$ cat src/hsq_regs.svh
// Register offsets, field positions, reset values and timing for the sequencer
`ifndef HSQ_REGS_SVH
`define HSQ_REGS_SVH

// ------------------------------------------------------------
// Register offsets
// ------------------------------------------------------------
`define HSQ_ADDR_TEMP_RES 8'hd7
`define HSQ_ADDR_START 8'hd8
`define HSQ_ADDR_BATT_RES 8'hdf
`define HSQ_ADDR_IRQ_EN 8'hec
`define HSQ_ADDR_EXT_RES 8'hef
`define HSQ_ADDR_DELTA 8'hf3
`define HSQ_ADDR_IRQ_FLAG 8'hf8
`define HSQ_ADDR_STROBE 8'hf9
`define HSQ_ADDR_THRESH 8'hfa

// ------------------------------------------------------------
// Field positions
// ------------------------------------------------------------
`define HSQ_LB_BIT 2
`define HSQ_EV_BIT 3
`define HSQ_TPER_LSB 0
`define HSQ_BPER_LSB 2
`define HSQ_EPER_LSB 4
`define HSQ_EDIFF_LSB 0
`define HSQ_TDIFF_LSB 3
`define HSQ_DELTA_OFF 3'h0
`define HSQ_DELTA_ALL 3'h7

// ------------------------------------------------------------
// Reset values
// ------------------------------------------------------------
`define HSQ_RST_BYTE 8'h00
`define HSQ_RST_GO 3'h0

// ------------------------------------------------------------
// Timing
// ------------------------------------------------------------
`define HSQ_CLK_KHZ 50000
`define HSQ_TICK_MS 1000
`define HSQ_TPER1_S 10'h1e0
`define HSQ_TPER2_S 10'h078
`define HSQ_TPER3_S 10'h03c
`define HSQ_BPER2_S 10'h0f0
`define HSQ_BPER3_S 10'h03c

`endif

$ cat src/hsq_pkg.sv
// Types shared by the housekeeping converter sequencer
package hsq_pkg;

  typedef enum logic [1:0] {
    HSQ_IDLE = 2'b01,
    HSQ_WAIT = 2'b10
  } hsq_fsm_t;

  typedef enum logic [1:0] {
    HSQ_CH_BATT = 2'b00,
    HSQ_CH_TEMP = 2'b01,
    HSQ_CH_EXT = 2'b10
  } hsq_chan_t;

  typedef enum logic [1:0] {
    HSQ_PSM_FULL = 2'b00,
    HSQ_PSM_BATT = 2'b01,
    HSQ_PSM_SLEEP = 2'b10
  } hsq_psm_t;

  typedef struct packed {
    logic [9:0] cnt;
    logic due;
  } hsq_ivl_t;

  typedef struct packed {
    hsq_fsm_t fsm;
    logic [2:0] go;
    logic [2:0] bg;
    hsq_chan_t sel;
    logic single;
    logic [7:0] strobe;
    logic [7:0] delta;
    logic [7:0] thresh;
    logic [7:0] irq_en;
    logic flag_lb;
    logic flag_ev;
    logic [7:0] temp_res;
    logic [7:0] batt_res;
    logic [7:0] ext_res;
    logic [7:0] rdata;
    logic conv_req;
    logic temp_irq;
    logic batt_irq;
    logic ext_irq;
    logic psm_irq;
    logic [31:0] pre_cnt;
  } hsq_core_t;

endpackage : hsq_pkg

$ cat src/hsq_interval.sv
// Background interval timer counting one-second ticks
`timescale 1ns/1ps
module hsq_interval #(
  parameter logic [9:0] PER1_S = 10'h1e0,
  parameter logic [9:0] PER2_S = 10'h078,
  parameter logic [9:0] PER3_S = 10'h03c
) (
  input wire logic clk,
  input wire logic rst_n,
  input wire logic tick,
  input wire logic [1:0] code,
  output logic due
);

  hsq_pkg::hsq_ivl_t s_ff;
  hsq_pkg::hsq_ivl_t nxt_s;
  logic [9:0] period;

  always_comb begin
    case (code)
      2'h1: period = PER1_S;
      2'h2: period = PER2_S;
      default: period = PER3_S;
    endcase
  end

  // Code zero parks the timer so a later start always waits a full period
  always_comb begin
    nxt_s = s_ff;
    nxt_s.due = 1'b0;
    if (code == 2'h0) begin
      nxt_s.cnt = 10'h000;
    end else if (tick) begin
      if (s_ff.cnt + 10'h001 >= period) begin
        nxt_s.cnt = 10'h000;
        nxt_s.due = 1'b1;
      end else begin
        nxt_s.cnt = s_ff.cnt + 10'h001;
      end
    end
  end

  always_ff @(posedge clk) begin
    if (!rst_n) begin
      s_ff <= '0;
    end else begin
      s_ff <= nxt_s;
    end
  end

  assign due = s_ff.due;

endmodule : hsq_interval

$ cat src/hsq_top.sv
// Housekeeping converter sequencer with its special function registers
//
// Behaviour
// - Temperature result is an 8-bit code, 0.83 degC per step.
// - Temperature go bit runs one conversion, then interrupts with result.
// - Background temperature is off from reset until interval is nonzero.
// - Background temperature interrupts only if change from last exceeds delta.
// - Temperature result loads only when temperature interrupt fires.
// - Full-power mode allows background and single conversions for both.
// - Battery-active mode allows single temperature only, no background.
// - Sleep mode allows temperature only from background intervals.
// - Temperature interrupt has no readable or clearable flag.
// - Battery result is an 8-bit code, 14.6 mV per step.
// - Battery go bit runs one conversion, then interrupts with result.
// - Background battery repeats at the battery interval field rate.
// - Low-battery flag sets when a battery code is below threshold.
// - Power interrupt from low-battery flag only when its enable is set.
// - A finished single battery conversion always sets low-battery flag.
// - Battery result loads only when low-battery flag is set.
// - Battery-active mode allows single battery only, no background.
// - Sleep mode performs no battery conversions at all.
// - External voltage result is read-only, resets zero, loads on interrupt.
// - Each go bit clears itself once the request is issued.
// - Delta code 000 disables, 111 hits every conversion, else threshold.
`timescale 1ns/1ps
`include "hsq_regs.svh"
module hsq_top #(
  parameter int TICK_CYCLES = `HSQ_TICK_MS * `HSQ_CLK_KHZ,
  parameter logic [9:0] BPER1_S = 10'h1e0,
  parameter logic [9:0] EPER1_S = 10'h1e0,
  parameter logic [9:0] EPER2_S = 10'h078,
  parameter logic [9:0] EPER3_S = 10'h03c
) (
  input wire logic clk,
  input wire logic rst_n,
  input wire logic [7:0] sfr_addr,
  input wire logic sfr_wr_en,
  input wire logic [7:0] sfr_wdata,
  output logic [7:0] sfr_rdata,
  input wire logic [1:0] psm_mode,
  output logic conv_req,
  output logic [1:0] conv_sel,
  input wire logic conv_done,
  input wire logic [7:0] conv_data,
  output logic temp_irq,
  output logic batt_irq,
  output logic ext_irq,
  output logic psm_irq
);

  // ------------------------------------------------------------
  // Helpers
  // ------------------------------------------------------------
  function automatic logic hsq_delta_hit(input logic [7:0] nw,
                                         input logic [7:0] last,
                                         input logic [2:0] code);
    logic [7:0] diff;
    diff = (nw > last) ? nw - last : last - nw;
    if (code == `HSQ_DELTA_OFF) begin
      return 1'b0;
    end else if (code == `HSQ_DELTA_ALL) begin
      return 1'b1;
    end
    return diff > {5'h00, code};
  endfunction : hsq_delta_hit

  function automatic logic [1:0] hsq_first(input logic [2:0] v);
    if (v[0]) begin
      return 2'h0;
    end else if (v[1]) begin
      return 2'h1;
    end
    return 2'h2;
  endfunction : hsq_first

  // ------------------------------------------------------------
  // State and interval timers
  // ------------------------------------------------------------
  hsq_pkg::hsq_core_t s_ff;
  hsq_pkg::hsq_core_t nxt_s;
  logic tick;
  logic [2:0] due;
  logic [2:0] single_ok;
  logic [2:0] bg_ok;
  logic [2:0] s_el;
  logic [2:0] b_el;
  logic [1:0] pick;
  logic in_full;
  logic in_sleep;

  // A one-second prescaler keeps the minute-long periods in small counters
  assign tick = (s_ff.pre_cnt == 32'(TICK_CYCLES - 1));

  hsq_interval #(
    .PER1_S(BPER1_S),
    .PER2_S(`HSQ_BPER2_S),
    .PER3_S(`HSQ_BPER3_S)
  ) u_batt_ivl (
    .clk(clk),
    .rst_n(rst_n),
    .tick(tick),
    .code(s_ff.strobe[`HSQ_BPER_LSB +: 2]),
    .due(due[0])
  );

  hsq_interval #(
    .PER1_S(`HSQ_TPER1_S),
    .PER2_S(`HSQ_TPER2_S),
    .PER3_S(`HSQ_TPER3_S)
  ) u_temp_ivl (
    .clk(clk),
    .rst_n(rst_n),
    .tick(tick),
    .code(s_ff.strobe[`HSQ_TPER_LSB +: 2]),
    .due(due[1])
  );

  hsq_interval #(
    .PER1_S(EPER1_S),
    .PER2_S(EPER2_S),
    .PER3_S(EPER3_S)
  ) u_ext_ivl (
    .clk(clk),
    .rst_n(rst_n),
    .tick(tick),
    .code(s_ff.strobe[`HSQ_EPER_LSB +: 2]),
    .due(due[2])
  );

  // ------------------------------------------------------------
  // Power mode gating
  // ------------------------------------------------------------
  always_comb begin
    in_full = (psm_mode == hsq_pkg::HSQ_PSM_FULL);
    in_sleep = (psm_mode == hsq_pkg::HSQ_PSM_SLEEP);
    // Singles need a running core; battery never converts in sleep
    single_ok = in_sleep ? 3'h0 : 3'h7;
    bg_ok[0] = in_full;
    bg_ok[1] = in_full | in_sleep;
    bg_ok[2] = in_full | in_sleep;
    s_el = s_ff.go & single_ok;
    b_el = s_ff.bg & bg_ok;
    pick = (|s_el) ? hsq_first(s_el) : hsq_first(b_el);
  end

  // ------------------------------------------------------------
  // Next state
  // ------------------------------------------------------------
  always_comb begin
    nxt_s = s_ff;
    nxt_s.conv_req = 1'b0;
    nxt_s.temp_irq = 1'b0;
    nxt_s.batt_irq = 1'b0;
    nxt_s.ext_irq = 1'b0;
    nxt_s.pre_cnt = tick ? 32'h0000_0000 : s_ff.pre_cnt + 32'h0000_0001;

    // Issue at most one request and wait for it to finish
    if (s_ff.fsm == hsq_pkg::HSQ_IDLE && |(s_el | b_el)) begin
      nxt_s.conv_req = 1'b1;
      nxt_s.sel = hsq_pkg::hsq_chan_t'(pick);
      nxt_s.single = |s_el;
      nxt_s.fsm = hsq_pkg::HSQ_WAIT;
      if (|s_el) begin
        nxt_s.go[pick] = 1'b0;
      end else begin
        nxt_s.bg[pick] = 1'b0;
      end
    end

    // Register writes; writing zero to a flag clears it
    if (sfr_wr_en) begin
      case (sfr_addr)
        `HSQ_ADDR_START: nxt_s.go = nxt_s.go | sfr_wdata[2:0];
        `HSQ_ADDR_STROBE: nxt_s.strobe = sfr_wdata;
        `HSQ_ADDR_DELTA: nxt_s.delta = {2'h0, sfr_wdata[5:0]};
        `HSQ_ADDR_THRESH: nxt_s.thresh = sfr_wdata;
        `HSQ_ADDR_IRQ_EN: nxt_s.irq_en = sfr_wdata;
        `HSQ_ADDR_IRQ_FLAG: begin
          nxt_s.flag_lb = s_ff.flag_lb & sfr_wdata[`HSQ_LB_BIT];
          nxt_s.flag_ev = s_ff.flag_ev & sfr_wdata[`HSQ_EV_BIT];
        end
        default: ;
      endcase
    end

    // Completion comes after the clear so a new event wins over it
    if (s_ff.fsm == hsq_pkg::HSQ_WAIT && conv_done) begin
      nxt_s.fsm = hsq_pkg::HSQ_IDLE;
      case (s_ff.sel)
        hsq_pkg::HSQ_CH_TEMP: begin
          // Result register doubles as the last interrupting code
          if (s_ff.single || hsq_delta_hit(conv_data, s_ff.temp_res,
              s_ff.delta[`HSQ_TDIFF_LSB +: 3])) begin
            nxt_s.temp_res = conv_data;
            nxt_s.temp_irq = 1'b1;
          end
        end
        hsq_pkg::HSQ_CH_BATT: begin
          if (s_ff.single || conv_data < s_ff.thresh) begin
            nxt_s.flag_lb = 1'b1;
            nxt_s.batt_res = conv_data;
            nxt_s.batt_irq = 1'b1;
          end
        end
        hsq_pkg::HSQ_CH_EXT: begin
          if (s_ff.single) begin
            nxt_s.ext_res = conv_data;
            nxt_s.ext_irq = 1'b1;
          end else if (hsq_delta_hit(conv_data, s_ff.ext_res,
                       s_ff.delta[`HSQ_EDIFF_LSB +: 3])) begin
            nxt_s.flag_ev = 1'b1;
            nxt_s.ext_res = conv_data;
            nxt_s.ext_irq = 1'b1;
          end
        end
        default: ;
      endcase
    end

    // Interval expiry queues a background run, set wins over issue clear
    for (int i = 0; i < 3; i++) begin
      if (due[i] && bg_ok[i]) begin
        nxt_s.bg[i] = 1'b1;
      end
    end

    nxt_s.psm_irq = (nxt_s.flag_lb & nxt_s.irq_en[`HSQ_LB_BIT]) |
                    (nxt_s.flag_ev & nxt_s.irq_en[`HSQ_EV_BIT]);

    // Read data lands one cycle after the address
    case (sfr_addr)
      `HSQ_ADDR_TEMP_RES: nxt_s.rdata = s_ff.temp_res;
      `HSQ_ADDR_BATT_RES: nxt_s.rdata = s_ff.batt_res;
      `HSQ_ADDR_EXT_RES: nxt_s.rdata = s_ff.ext_res;
      `HSQ_ADDR_START: nxt_s.rdata = {5'h00, s_ff.go};
      `HSQ_ADDR_STROBE: nxt_s.rdata = s_ff.strobe;
      `HSQ_ADDR_DELTA: nxt_s.rdata = s_ff.delta;
      `HSQ_ADDR_THRESH: nxt_s.rdata = s_ff.thresh;
      `HSQ_ADDR_IRQ_EN: nxt_s.rdata = s_ff.irq_en;
      `HSQ_ADDR_IRQ_FLAG: nxt_s.rdata = {4'h0, s_ff.flag_ev,
                                         s_ff.flag_lb, 2'h0};
      default: nxt_s.rdata = `HSQ_RST_BYTE;
    endcase
  end

  // ------------------------------------------------------------
  // Registers
  // ------------------------------------------------------------
  always_ff @(posedge clk) begin
    if (!rst_n) begin
      s_ff <= '0;
      s_ff.fsm <= hsq_pkg::HSQ_IDLE;
      s_ff.go <= `HSQ_RST_GO;
      s_ff.strobe <= `HSQ_RST_BYTE;
      s_ff.temp_res <= `HSQ_RST_BYTE;
      s_ff.batt_res <= `HSQ_RST_BYTE;
      s_ff.ext_res <= `HSQ_RST_BYTE;
    end else begin
      s_ff <= nxt_s;
    end
  end

  assign sfr_rdata = s_ff.rdata;
  assign conv_req = s_ff.conv_req;
  assign conv_sel = s_ff.sel;
  assign temp_irq = s_ff.temp_irq;
  assign batt_irq = s_ff.batt_irq;
  assign ext_irq = s_ff.ext_irq;
  assign psm_irq = s_ff.psm_irq;
endmodule : hsq_top

$ cat config.mk
export PLATFORM = sky130hd
export DESIGN_NAME = hsq_top
export DESIGN_NICKNAME = d
export VERILOG_FILES = /design/src/hsq_pkg.sv /design/src/hsq_interval.sv /design/src/hsq_top.sv
export VERILOG_INCLUDE_DIRS = /design/src
export SDC_FILE = /design/constraint.sdc
export NUM_CORES = 1
export LEC_CHECK = 0
export BUFFER_PORTS_ARGS = -buffer_cell sky130_fd_sc_hd__buf_2
export CORE_ASPECT_RATIO = 0.6
export CORE_MARGIN = 2
export CORE_UTILIZATION = 60
export CTS_CLUSTER_SIZE = 40
export DETAILED_ROUTE_END_ITERATION = 8
export PLACE_DENSITY = 0.81
export REMOVE_ABC_BUFFERS = 1
export SYNTH_ARGS = -nofsm -noshare
export SYNTH_HDL_FRONTEND = slang
export SYNTH_SLANG_ARGS = --single-unit
$ cat constraint.sdc
create_clock -name clk -period 11.15 [get_ports clk]
set_clock_uncertainty 0.2 [all_clocks]
set_input_delay 0 -clock clk [delete_from_list [all_inputs] [get_ports clk]]
set_output_delay 0 -clock clk [all_outputs]
set_load 0.1 [all_outputs]
* After elaboration in Yosys (flattened, before gate mapping)
Cells that the tools add are included.
** Operators by class
- Reductions and logical operators :: 42
- Bitwise gates (word level) :: 15
- $add $sub $neg :: 8
- Eq/ne operators :: 26
- Mux-type cells :: 75
- Magnitude comparators :: 10
** Operators with widths (number)
- $eq A8 B8 Y1 const B :: 9
- $mux W8 :: 9
- $pmux W8 S9 :: 1
- $pmux W9 S2 :: 3
- $mux W1 :: 41
- $add A32 B1 Y32 const B :: 1
- $eq A32 B26 Y1 const B :: 1
- $sub A8 B8 Y8 :: 4
- $add A10 B1 Y10 const B :: 3
- $ge A10 B9 Y1 :: 3
- $mux W10 :: 3
- $mux W26 :: 1
- $reduce_and A3 Y1 :: 6
- $gt A8 B3 Y1 :: 2
- $gt A8 B8 Y1 :: 2
- $mux W2 :: 8
- $mux W3 :: 5
- $reduce_or A3 Y1 :: 5
- $reduce_and A2 Y1 :: 7
- $and A3 B3 Y3 :: 4
- $eq A2 B2 Y1 const B :: 6
- $eq A2 B1 Y1 const B :: 5
- $logic_not A2 Y1 :: 5
- $reduce_or A2 Y1 :: 5
- 18 further kinds :: 37
** Word-level totals
- Output and inout bits :: 15
- Flip-flop bits (word level) :: 145
- Logic and storage cells :: 206

* Longest topological paths before layout
Gate-level depths: netlist of the first run.
- Depth after elaboration :: 18
- Mapped depth :: 18
- Mapped depth without buffers :: 17

* Modules after synthesis
A second synthesis of the first run with hierarchy kept.
** Second synthesis, totals
- Cell total of the unflattened synthesis :: 1109
- Area total of the unflattened synthesis :: 9344.0 µm²
** By module, submodules not included
- hsq_top :: area each 6790.3 µm², cells each 818, seq. area each 2242.2 µm², times used 1
- hsq_interval (u_ext_ivl ...) :: area each 832.0 µm², cells each 100, seq. area each 220.2 µm², times used 2
- hsq_interval (u_batt_ivl) :: area each 889.6 µm², cells each 91, seq. area each 220.2 µm², times used 1

* Worst setup path after synthesis of the first run
No wires, ideal clock.
- Kind :: register to register
- From :: register s_ff[61] (netlist name)
- To :: register s_ff[61] (netlist name)
- Slack :: 7512 ps
- Stages on the path, launching flop included :: 18
- Data arrival time :: 3309 ps
- Library setup time :: 129 ps
- Required time :: 10821 ps
- Cells stage by stage :: dfxtp_1 -> ha_1 -> inv_1 -> fa_1 -> nand3_1 -> a21oi_4 -> o21ai_4 -> mux2_2 -> ha_1 -> nor2b_1 -> o21ai_0 -> a32oi_1 -> a311oi_1 -> o2111ai_1 -> or3_1 -> buf_6 -> o21ai_1 -> o211ai_1
** Between the ends
- Word-level cells in the longest chain between the ends :: 8
** RTL lines
- from (decl) :: line hsq_top.sv:79 : hsq_pkg::hsq_core_t s_ff;
- from (signal assigned) :: line hsq_top.sv:259 : s_ff <= nxt_s;
- $sub A8 B8 Y8 or $gt A8 B8 Y1 (tied branches) :: line hsq_top.sv:58 : diff = (nw > last) ? nw - last : last - nw;
- $mux W8 (*) :: line hsq_top.sv:58
- $gt A8 B3 Y1 (*) :: line hsq_top.sv:64 : return diff > {5'h00, code};
- $mux W1 (*) :: line hsq_top.sv:64
- $mux W1 (*) :: line hsq_top.sv:189 : case (s_ff.sel)
- $mux W1 (*) :: line hsq_top.sv:187 : if (s_ff.fsm == hsq_pkg::HSQ_WAIT && conv_done) begin
- $logic_or A1 B1 Y1 (*) :: line hsq_top.sv:192 : if (s_ff.single || hsq_delta_hit(conv_data, s_ff.temp_res,
- $reduce_and A3 Y1 (no source line) (*)
Every way passes the cells marked *; elsewhere a longest branch is shown, timed or not. The select of a mux whose other input is x is not followed.
A chain may end at the register's enable or synchronous reset.

* Final worst setup path of the first run
- From :: input port conv_data[5]
- To :: register s_ff[51] (netlist name)
** Between the ends
- Word-level cells in the longest chain between the ends :: 9
** RTL lines
- from (decl) :: line hsq_top.sv:44 : input wire logic [7:0] conv_data,
- $sub A8 B8 Y8 or $gt A8 B8 Y1 (tied branches) :: line hsq_top.sv:58
- $mux W8 (*) :: line hsq_top.sv:58
- $gt A8 B3 Y1 (*) :: line hsq_top.sv:64
- $mux W1 (*) :: line hsq_top.sv:64
- $mux W1 (*) :: line hsq_top.sv:206 : if (s_ff.single) begin
- $mux W1 (*) :: line hsq_top.sv:189
- $mux W1 (*) :: line hsq_top.sv:187
- $reduce_bool A2 Y1 (no source line) (*)
- $reduce_and A3 Y1 (no source line) (*)
Marks and branches as above.

==> results of run 1 <==
-- how the worst max path moves through the flow --
stage / end / slack, ps / cells after the start
after floorplan: s_ff[61] / 7420 / 14
after global placement: s_ff[63] / 7050 / 14
after detailed placement: s_ff[63] / 6900 / 14
after CTS: s_ff[51] / 6650 / 17
after global routing: s_ff[51] / 6380 / 18
final: s_ff[51] / 6570 / 18
-- layout make-up --
type                       instances  area (sq um)  share of cell area
clock buffer                      18           429              0.0412
clock inverter                    13           211              0.0203
inverter                          66           248              0.0238
multi-input combinational        888          5830               0.560
sequential                       145          2900               0.279
tap                              203           254              0.0244
timing repair buffer              77           536              0.0514
-- flip-flops by register name, indices dropped and copies added, names as in the netlist --
| register | count |
|---|---|
| s_ff | 97 |
| psm_irq | 1 |
| u_batt_ivl.s_ff | 10 |
| conv_sel | 2 |
| u_temp_ivl.s_ff | 10 |
| u_temp_ivl.due | 1 |
| sfr_rdata | 8 |
| u_ext_ivl.due | 1 |
| u_ext_ivl.s_ff | 10 |
| conv_req | 1 |
| u_batt_ivl.due | 1 |
| batt_irq | 1 |
| ext_irq | 1 |
| temp_irq | 1 |
-- logic make-up (layout without fill, tap and decap cells) --
| logic type | count (synthesis) | after routing | share of synthesized area |
|---|---|---|---|
| buf+inv | 129 | 174 | 0.0600 |
| compound gates | 295 | 295 | 0.209 |
| fa+ha+maj | 78 | 78 | 0.108 |
| simple gates | 431 | 431 | 0.227 |
| flops | 145 | 145 | 0.313 |
| mux | 23 | 23 | 0.0259 |
| xor+xnor | 61 | 61 | 0.0575 |
-- cells in the final DEF, fill, tap and decap left out, types with 5 or more instances in the layout --
cell           count
a211oi_1          18
a21o_1            16
a21oi_1           96
a222oi_1           9
a22oi_1           14
a31oi_1           11
a32oi_1           13
and3_1            15
buf_2             44
buf_4              6
bufinv_16          5
clkbuf_16         17
dfxtp_1          145
dlygate4sd3_1     27
ha_1              74
inv_1             65
mux2i_1           18
nand2_1          130
nand2b_1          12
nand3_1           97
nand3b_1           7
nand4_1           14
nand4b_1          12
nor2_1            82
nor2b_1            7
nor3_1            16
nor4_1             5
o211ai_1          11
o21ai_0           53
o21ai_1            9
o22ai_1            5
or3_1              8
xnor2_1           27
xor2_1            34
-- critical path, cell delays in order --
cell and delay (ps):
dlygate4sd3_1 540, buf_2 190, inv_1 90, ha_1 480
a2111oi_0 410, o21ai_0 150, o221ai_1 200, mux2_2 400
ha_1 280, nor2b_1 130, o21ai_0 140, nand2b_1 110
a211oi_1 260, nand4_1 170, o211ai_1 190, a21oi_4 210
mux2i_1 160, dlygate4sd3_1 580
-- metrics by stage --
step                      hold slack (ps)  area (sq um)  power, mW  setup slack, ps
after floorplan                      -124          8980      0.586             7420
after global placement               82.2          9500      0.621             7050
after detailed placement             85.0          9500      0.622             6900
after CTS                            60.4         10400       1.25             6650
after global routing                  108         10400       1.28             6380
final                                99.6         10400       1.25             6570
-- per-layer routing --
metal | global-route usage | part of all wire | vias up
met5 | 0 | 0 | -
met4 | 0.0863 | 0.017 | 0
met3 | 0.102 | 0.13 | 64
met2 | 0.441 | 0.38 | 602
met1 | 0.498 | 0.47 | 4195
li1 | - | - | 4241
-- power breakdown --
group / switching (mW) / internal, mW / total, mW
registers: 0.00116 / 0.519 / 0.520
logic: 0.0651 / 0.0363 / 0.101
clock network: 0.232 / 0.398 / 0.629
-- timing repair --
action / CTS / global route
endpoints found under the hold margin: 66 / 0
gates resized for setup: 0 / 0
hold buffers: 27 / 0
==> flow_summary.toml, run 1 <==
[clocking]
cts_setup_buffers = 0
numCtsBuffers = 17
path_clk_slew_ps = 60
clk_path_buf_depth = 2
h-tree-depth = 4
cts_tree = "yes"
cts.sinks = 145
clk_latency_ps = 410
clock-root-buffer = "clkbuf_16"

[logic_synthesis]
yosysSeqAreaShare = 0.313
synth-edff-count = 0
synth_top_cell_area_share = 0.313
synthCells = 1162
syn_area_sq_um = 9290
yosysMostFrequentCell = "dfxtp_1"
synthDistinctLibCells = 78
synth_common_cells = "dfxtp_1 (145), nand2_1 (130), nand3_1 (97)"
synthArstFlopShare = 0
avgSynthCellArea_sq_um = 7.99
synth.top_cells.by_area = "dfxtp_1 (31%), ha_1 (10%), nand2_1 (5.3%)"
ys.warnings.count = 0
synth_flop_cell = "dfxtp_1"
synth_area_leader_cell = "dfxtp_1"
ys_ff_latch = 145

[critical_path]
r2r-end = "s_ff[51]"
cp.required_ps = 11250
worstSetupEndpointType = "register"
worstSetupStartpoint = "conv_data[5]"
startpoint_type = "input port"
r2r-start = "s_ff[50]"
worstPathArrival_ps = 4680
rrSetupSlack_ps = 6580
worstSetupPathType = "input port to register"
cp_max_fo = 10
ff2ff_path_depth = 15

[timing]
setup_violations = 0
rsz0062_at_grt = "false"
final-max-slew-violation-count = 0
min_period_ps = 4580
setup_tns_ps = 0
worst_pin_slew_ps = 1270
finalHoldViolCount = 0
finalCritPeriodShare = 0.411
fmax_mhz = 218
max-slew-margin-rel = 0.154

[routing]
drc_errors = 2
drt_iter0_drc = 1521
vias = 9102
wl_mm = 26.8
first_pass_iters = 9
wl_per_cell_um = 19.0
vias_per_cell = 6.46
drtAntennaViolNets = 0

[power]
vdd.ir_drop.worst_v = 0.000110
p_leak_nw = 3.83
power_density_nw_per_um2 = 120

[grt]
antenna_found_initial = 0
grt_max_degree = 55
grt_use_total = 0.328
grt_pass1_vias = 8350
grt_pass1_wl_mm = 43.2
overflow = 0

[min_path]
hold_end = "s_ff[72]"
hold_start = "sfr_addr[0]"
holdCritPathClass = "input port to register"
worstHoldPathCells = 5

[placed_design]
portBuffers = 44
gp_congestion = 1.05
dp_hpwl_mm = 18.9
dp_cells = 1352

[final_layout]
area_growth_pct = 12.1
layout.nets = 1303
final_cells = 1410
finalCoreUtilization = 0.683
num_antenna_cells = 0
fillers = 1234
drive_gt1_frac = 0.0920

[die]
die-area_sq_um = 16500
initial_utilization = 0.609
die_x_um = 165
num_rows = 35
die_h_um = 100
io_pins = 45
design.core.area_sq_um = 15200

[status]
status = "complete, but fails checks"
failed_checks = "DRC"

[run]
drv_cap = 0
Power figures use the tool's default switching activity.
==> inputs of run 2 (changes only) <==
clock period = 4.4 ns   (was 11.15 ns; I/O delays follow)
==> run 2 against run 1 <==
Against the previous run:
- the flow now finishes without violations
- register-to-register slack worse by 6300 ps
- worst setup slack worse by 6300 ps
- combinational power grew to 2.6 times the previous value
- sequential power grew to 2.5 times the previous value
- final cell count is 0.71% higher
- via count is 1.3% lower
- global-route usage is 0.47 points lower
- critical path type unchanged
- power is 140% higher
- die area stayed put
==> flow_summary.toml, run 2 (synthesis results as in run 1) <==
[clocking]
cts_setup_buffers = 0
path_clk_slew_ps = 70
clk_path_buf_depth = 2
numCtsBuffers = 17
clock-root-buffer = "clkbuf_16"
cts_tree = "yes"
clk_latency_ps = 420
cts.sinks = 145
h-tree-depth = 4

[timing]
max-slew-margin-rel = 0.115
worst_pin_slew_ps = 1320
min_period_ps = 4080
fin_ws_ps = 315
finalHoldViolCount = 0
setup_tns_ps = 0
fmax_mhz = 245
finalCritPeriodShare = 0.928
final-max-slew-violation-count = 0
rsz0062_at_grt = "false"
setup_violations = 0

[power]
vdd.ir_drop.worst_v = 0.000218
p_leak_nw = 3.84
power_density_nw_per_um2 = 289

[routing]
vias = 8980
drtAntennaViolNets = 0
wl_per_cell_um = 18.5
drc_errors = 0
first_pass_iters = 6
drt_iter0_drc = 1139
vias_per_cell = 6.32
wl_mm = 26.2

[final_layout]
final_cell_mix = "dfxtp_1 (145), nand2_1 (129), nand3_1 (97), a21oi_1 (96), nor2_1 (82)"
finalCoreUtilization = 0.686
area_growth_pct = 12.6
num_antenna_cells = 0
layout.nets = 1312
regMostFlops = "s_ff"
largest_reg_flops = 97
final_cells = 1420
final_common_cell = "dfxtp_1"
drive_gt1_frac = 0.0986

[critical_path]
worstPathArrival_ps = 4220
worstSetupEndpointType = "register"
cp.required_ps = 4540
r2r-start = "s_ff[67]"
startpoint_type = "input port"
worstSetupStartpoint = "conv_data[3]"
worstSetupPathType = "input port to register"
cp_max_fo = 8

[placed_design]
preCtsSetupSlack_ps = 267
portBuffers = 44
dp_cells = 1356
gp_congestion = 1.02
dp_hpwl_mm = 18.8

[die]
die_h_um = 100
die_x_um = 165
num_rows = 35
design.core.area_sq_um = 15200
die-area_sq_um = 16500
initial_utilization = 0.609
io_pins = 45

[grt]
met1_usage = 0.493
grt_max_degree = 39
grt_util_met3 = 0.119
grt_pass1_vias = 8097
overflow = 0
grt_pass1_wl_mm = 42.1
grt_use_total = 0.323
grt-busiest-layer = "met1"
antenna_found_initial = 0
met2_usage = 0.423

[status]
status = "finished, final reports clean"

[min_path]
holdCritPathClass = "input port to register"
hold_start = "sfr_addr[2]"

[run]
drv_cap = 0
run 2: changes by cell type in the layout (fill, tap and decap cells not counted), moves of 3 or more:
cell / before / now
bufinv_16: 5 / 1
buf_4: 6 / 10
clkinvlp_4: 1 / 5
dlygate4sd3_1: 27 / 32
clkbuf_8: 0 / 5
clkinv_4: 4 / 1
run 2: cell type report:
| cell class | count | area (sq um) |
|---|---|---|
| clock buffers | 22 | 494 |
| multi-input cells | 888 | 5840 |
| repair buffers | 86 | 616 |
| well taps | 203 | 254 |
| flip-flops and latches | 145 | 2900 |
| fillers | 1188 | 4780 |
| inverters | 66 | 248 |
| clock inverters | 10 | 98.8 |
run 2: metal layers:
layer  routed length [um]  part of all wire
met1                12600              0.48
met2                 9880              0.38
met3                 3450              0.13
met4                  290             0.011
met5                    0                 0
run 2: critical path, cell delays in order:
cell           delay (ps)
dlygate4sd3_1         520
buf_2                 200
inv_1                 100
ha_1                  400
a21oi_1               360
a21oi_4               120
o21ai_4               270
mux2_2                380
ha_1                  280
nor2b_1               130
o21ai_0               140
a32oi_1                70
a311oi_1              320
o2111ai_1             180
nor3_1                280
nand2_2               230
o211ai_1              230
run 2: per-stage QoR:
stage | area, sq um | hold WS [ps] | total power, mW
after floorplan | 8980 | -124 | 1.48
after global placement | 9530 | 88.6 | 1.58
after detailed placement | 9530 | 91.7 | 1.58
after CTS | 10400 | 3.34 | 3.02
after global routing | 10500 | 64.0 | 3.11
final | 10500 | 18.4 | 3.02
run 2: path summary, 6_finish.rpt:
| path | endpoint | slack [ps] | depth (start not counted) |
|---|---|---|---|
| hold / removal | s_ff[88] | 20 | 6 |
| setup reg to reg | s_ff[68] | 330 | 15 |
| hold reg to reg | s_ff[101] | 260 | 2 |
| setup / recovery | s_ff[68] | 320 | 17 |
run 2: timing repair:
item | in CTS | in global routing
hold buffers | 32 | 0
hold endpoints to repair | 68 | 0
endpoints found under the setup margin | 0 | 8
resized for setup | 0 | 3
run 2: report_power, final:
group | switching, mW | internal (mW) | leakage (nW) | total [mW]
registers | 0.00286 | 1.32 | 1.17 | 1.32
logic | 0.166 | 0.0943 | 2.40 | 0.260
clock network | 0.587 | 0.857 | 0.277 | 1.44
total | 0.756 | 2.27 | 3.84 | 3.02
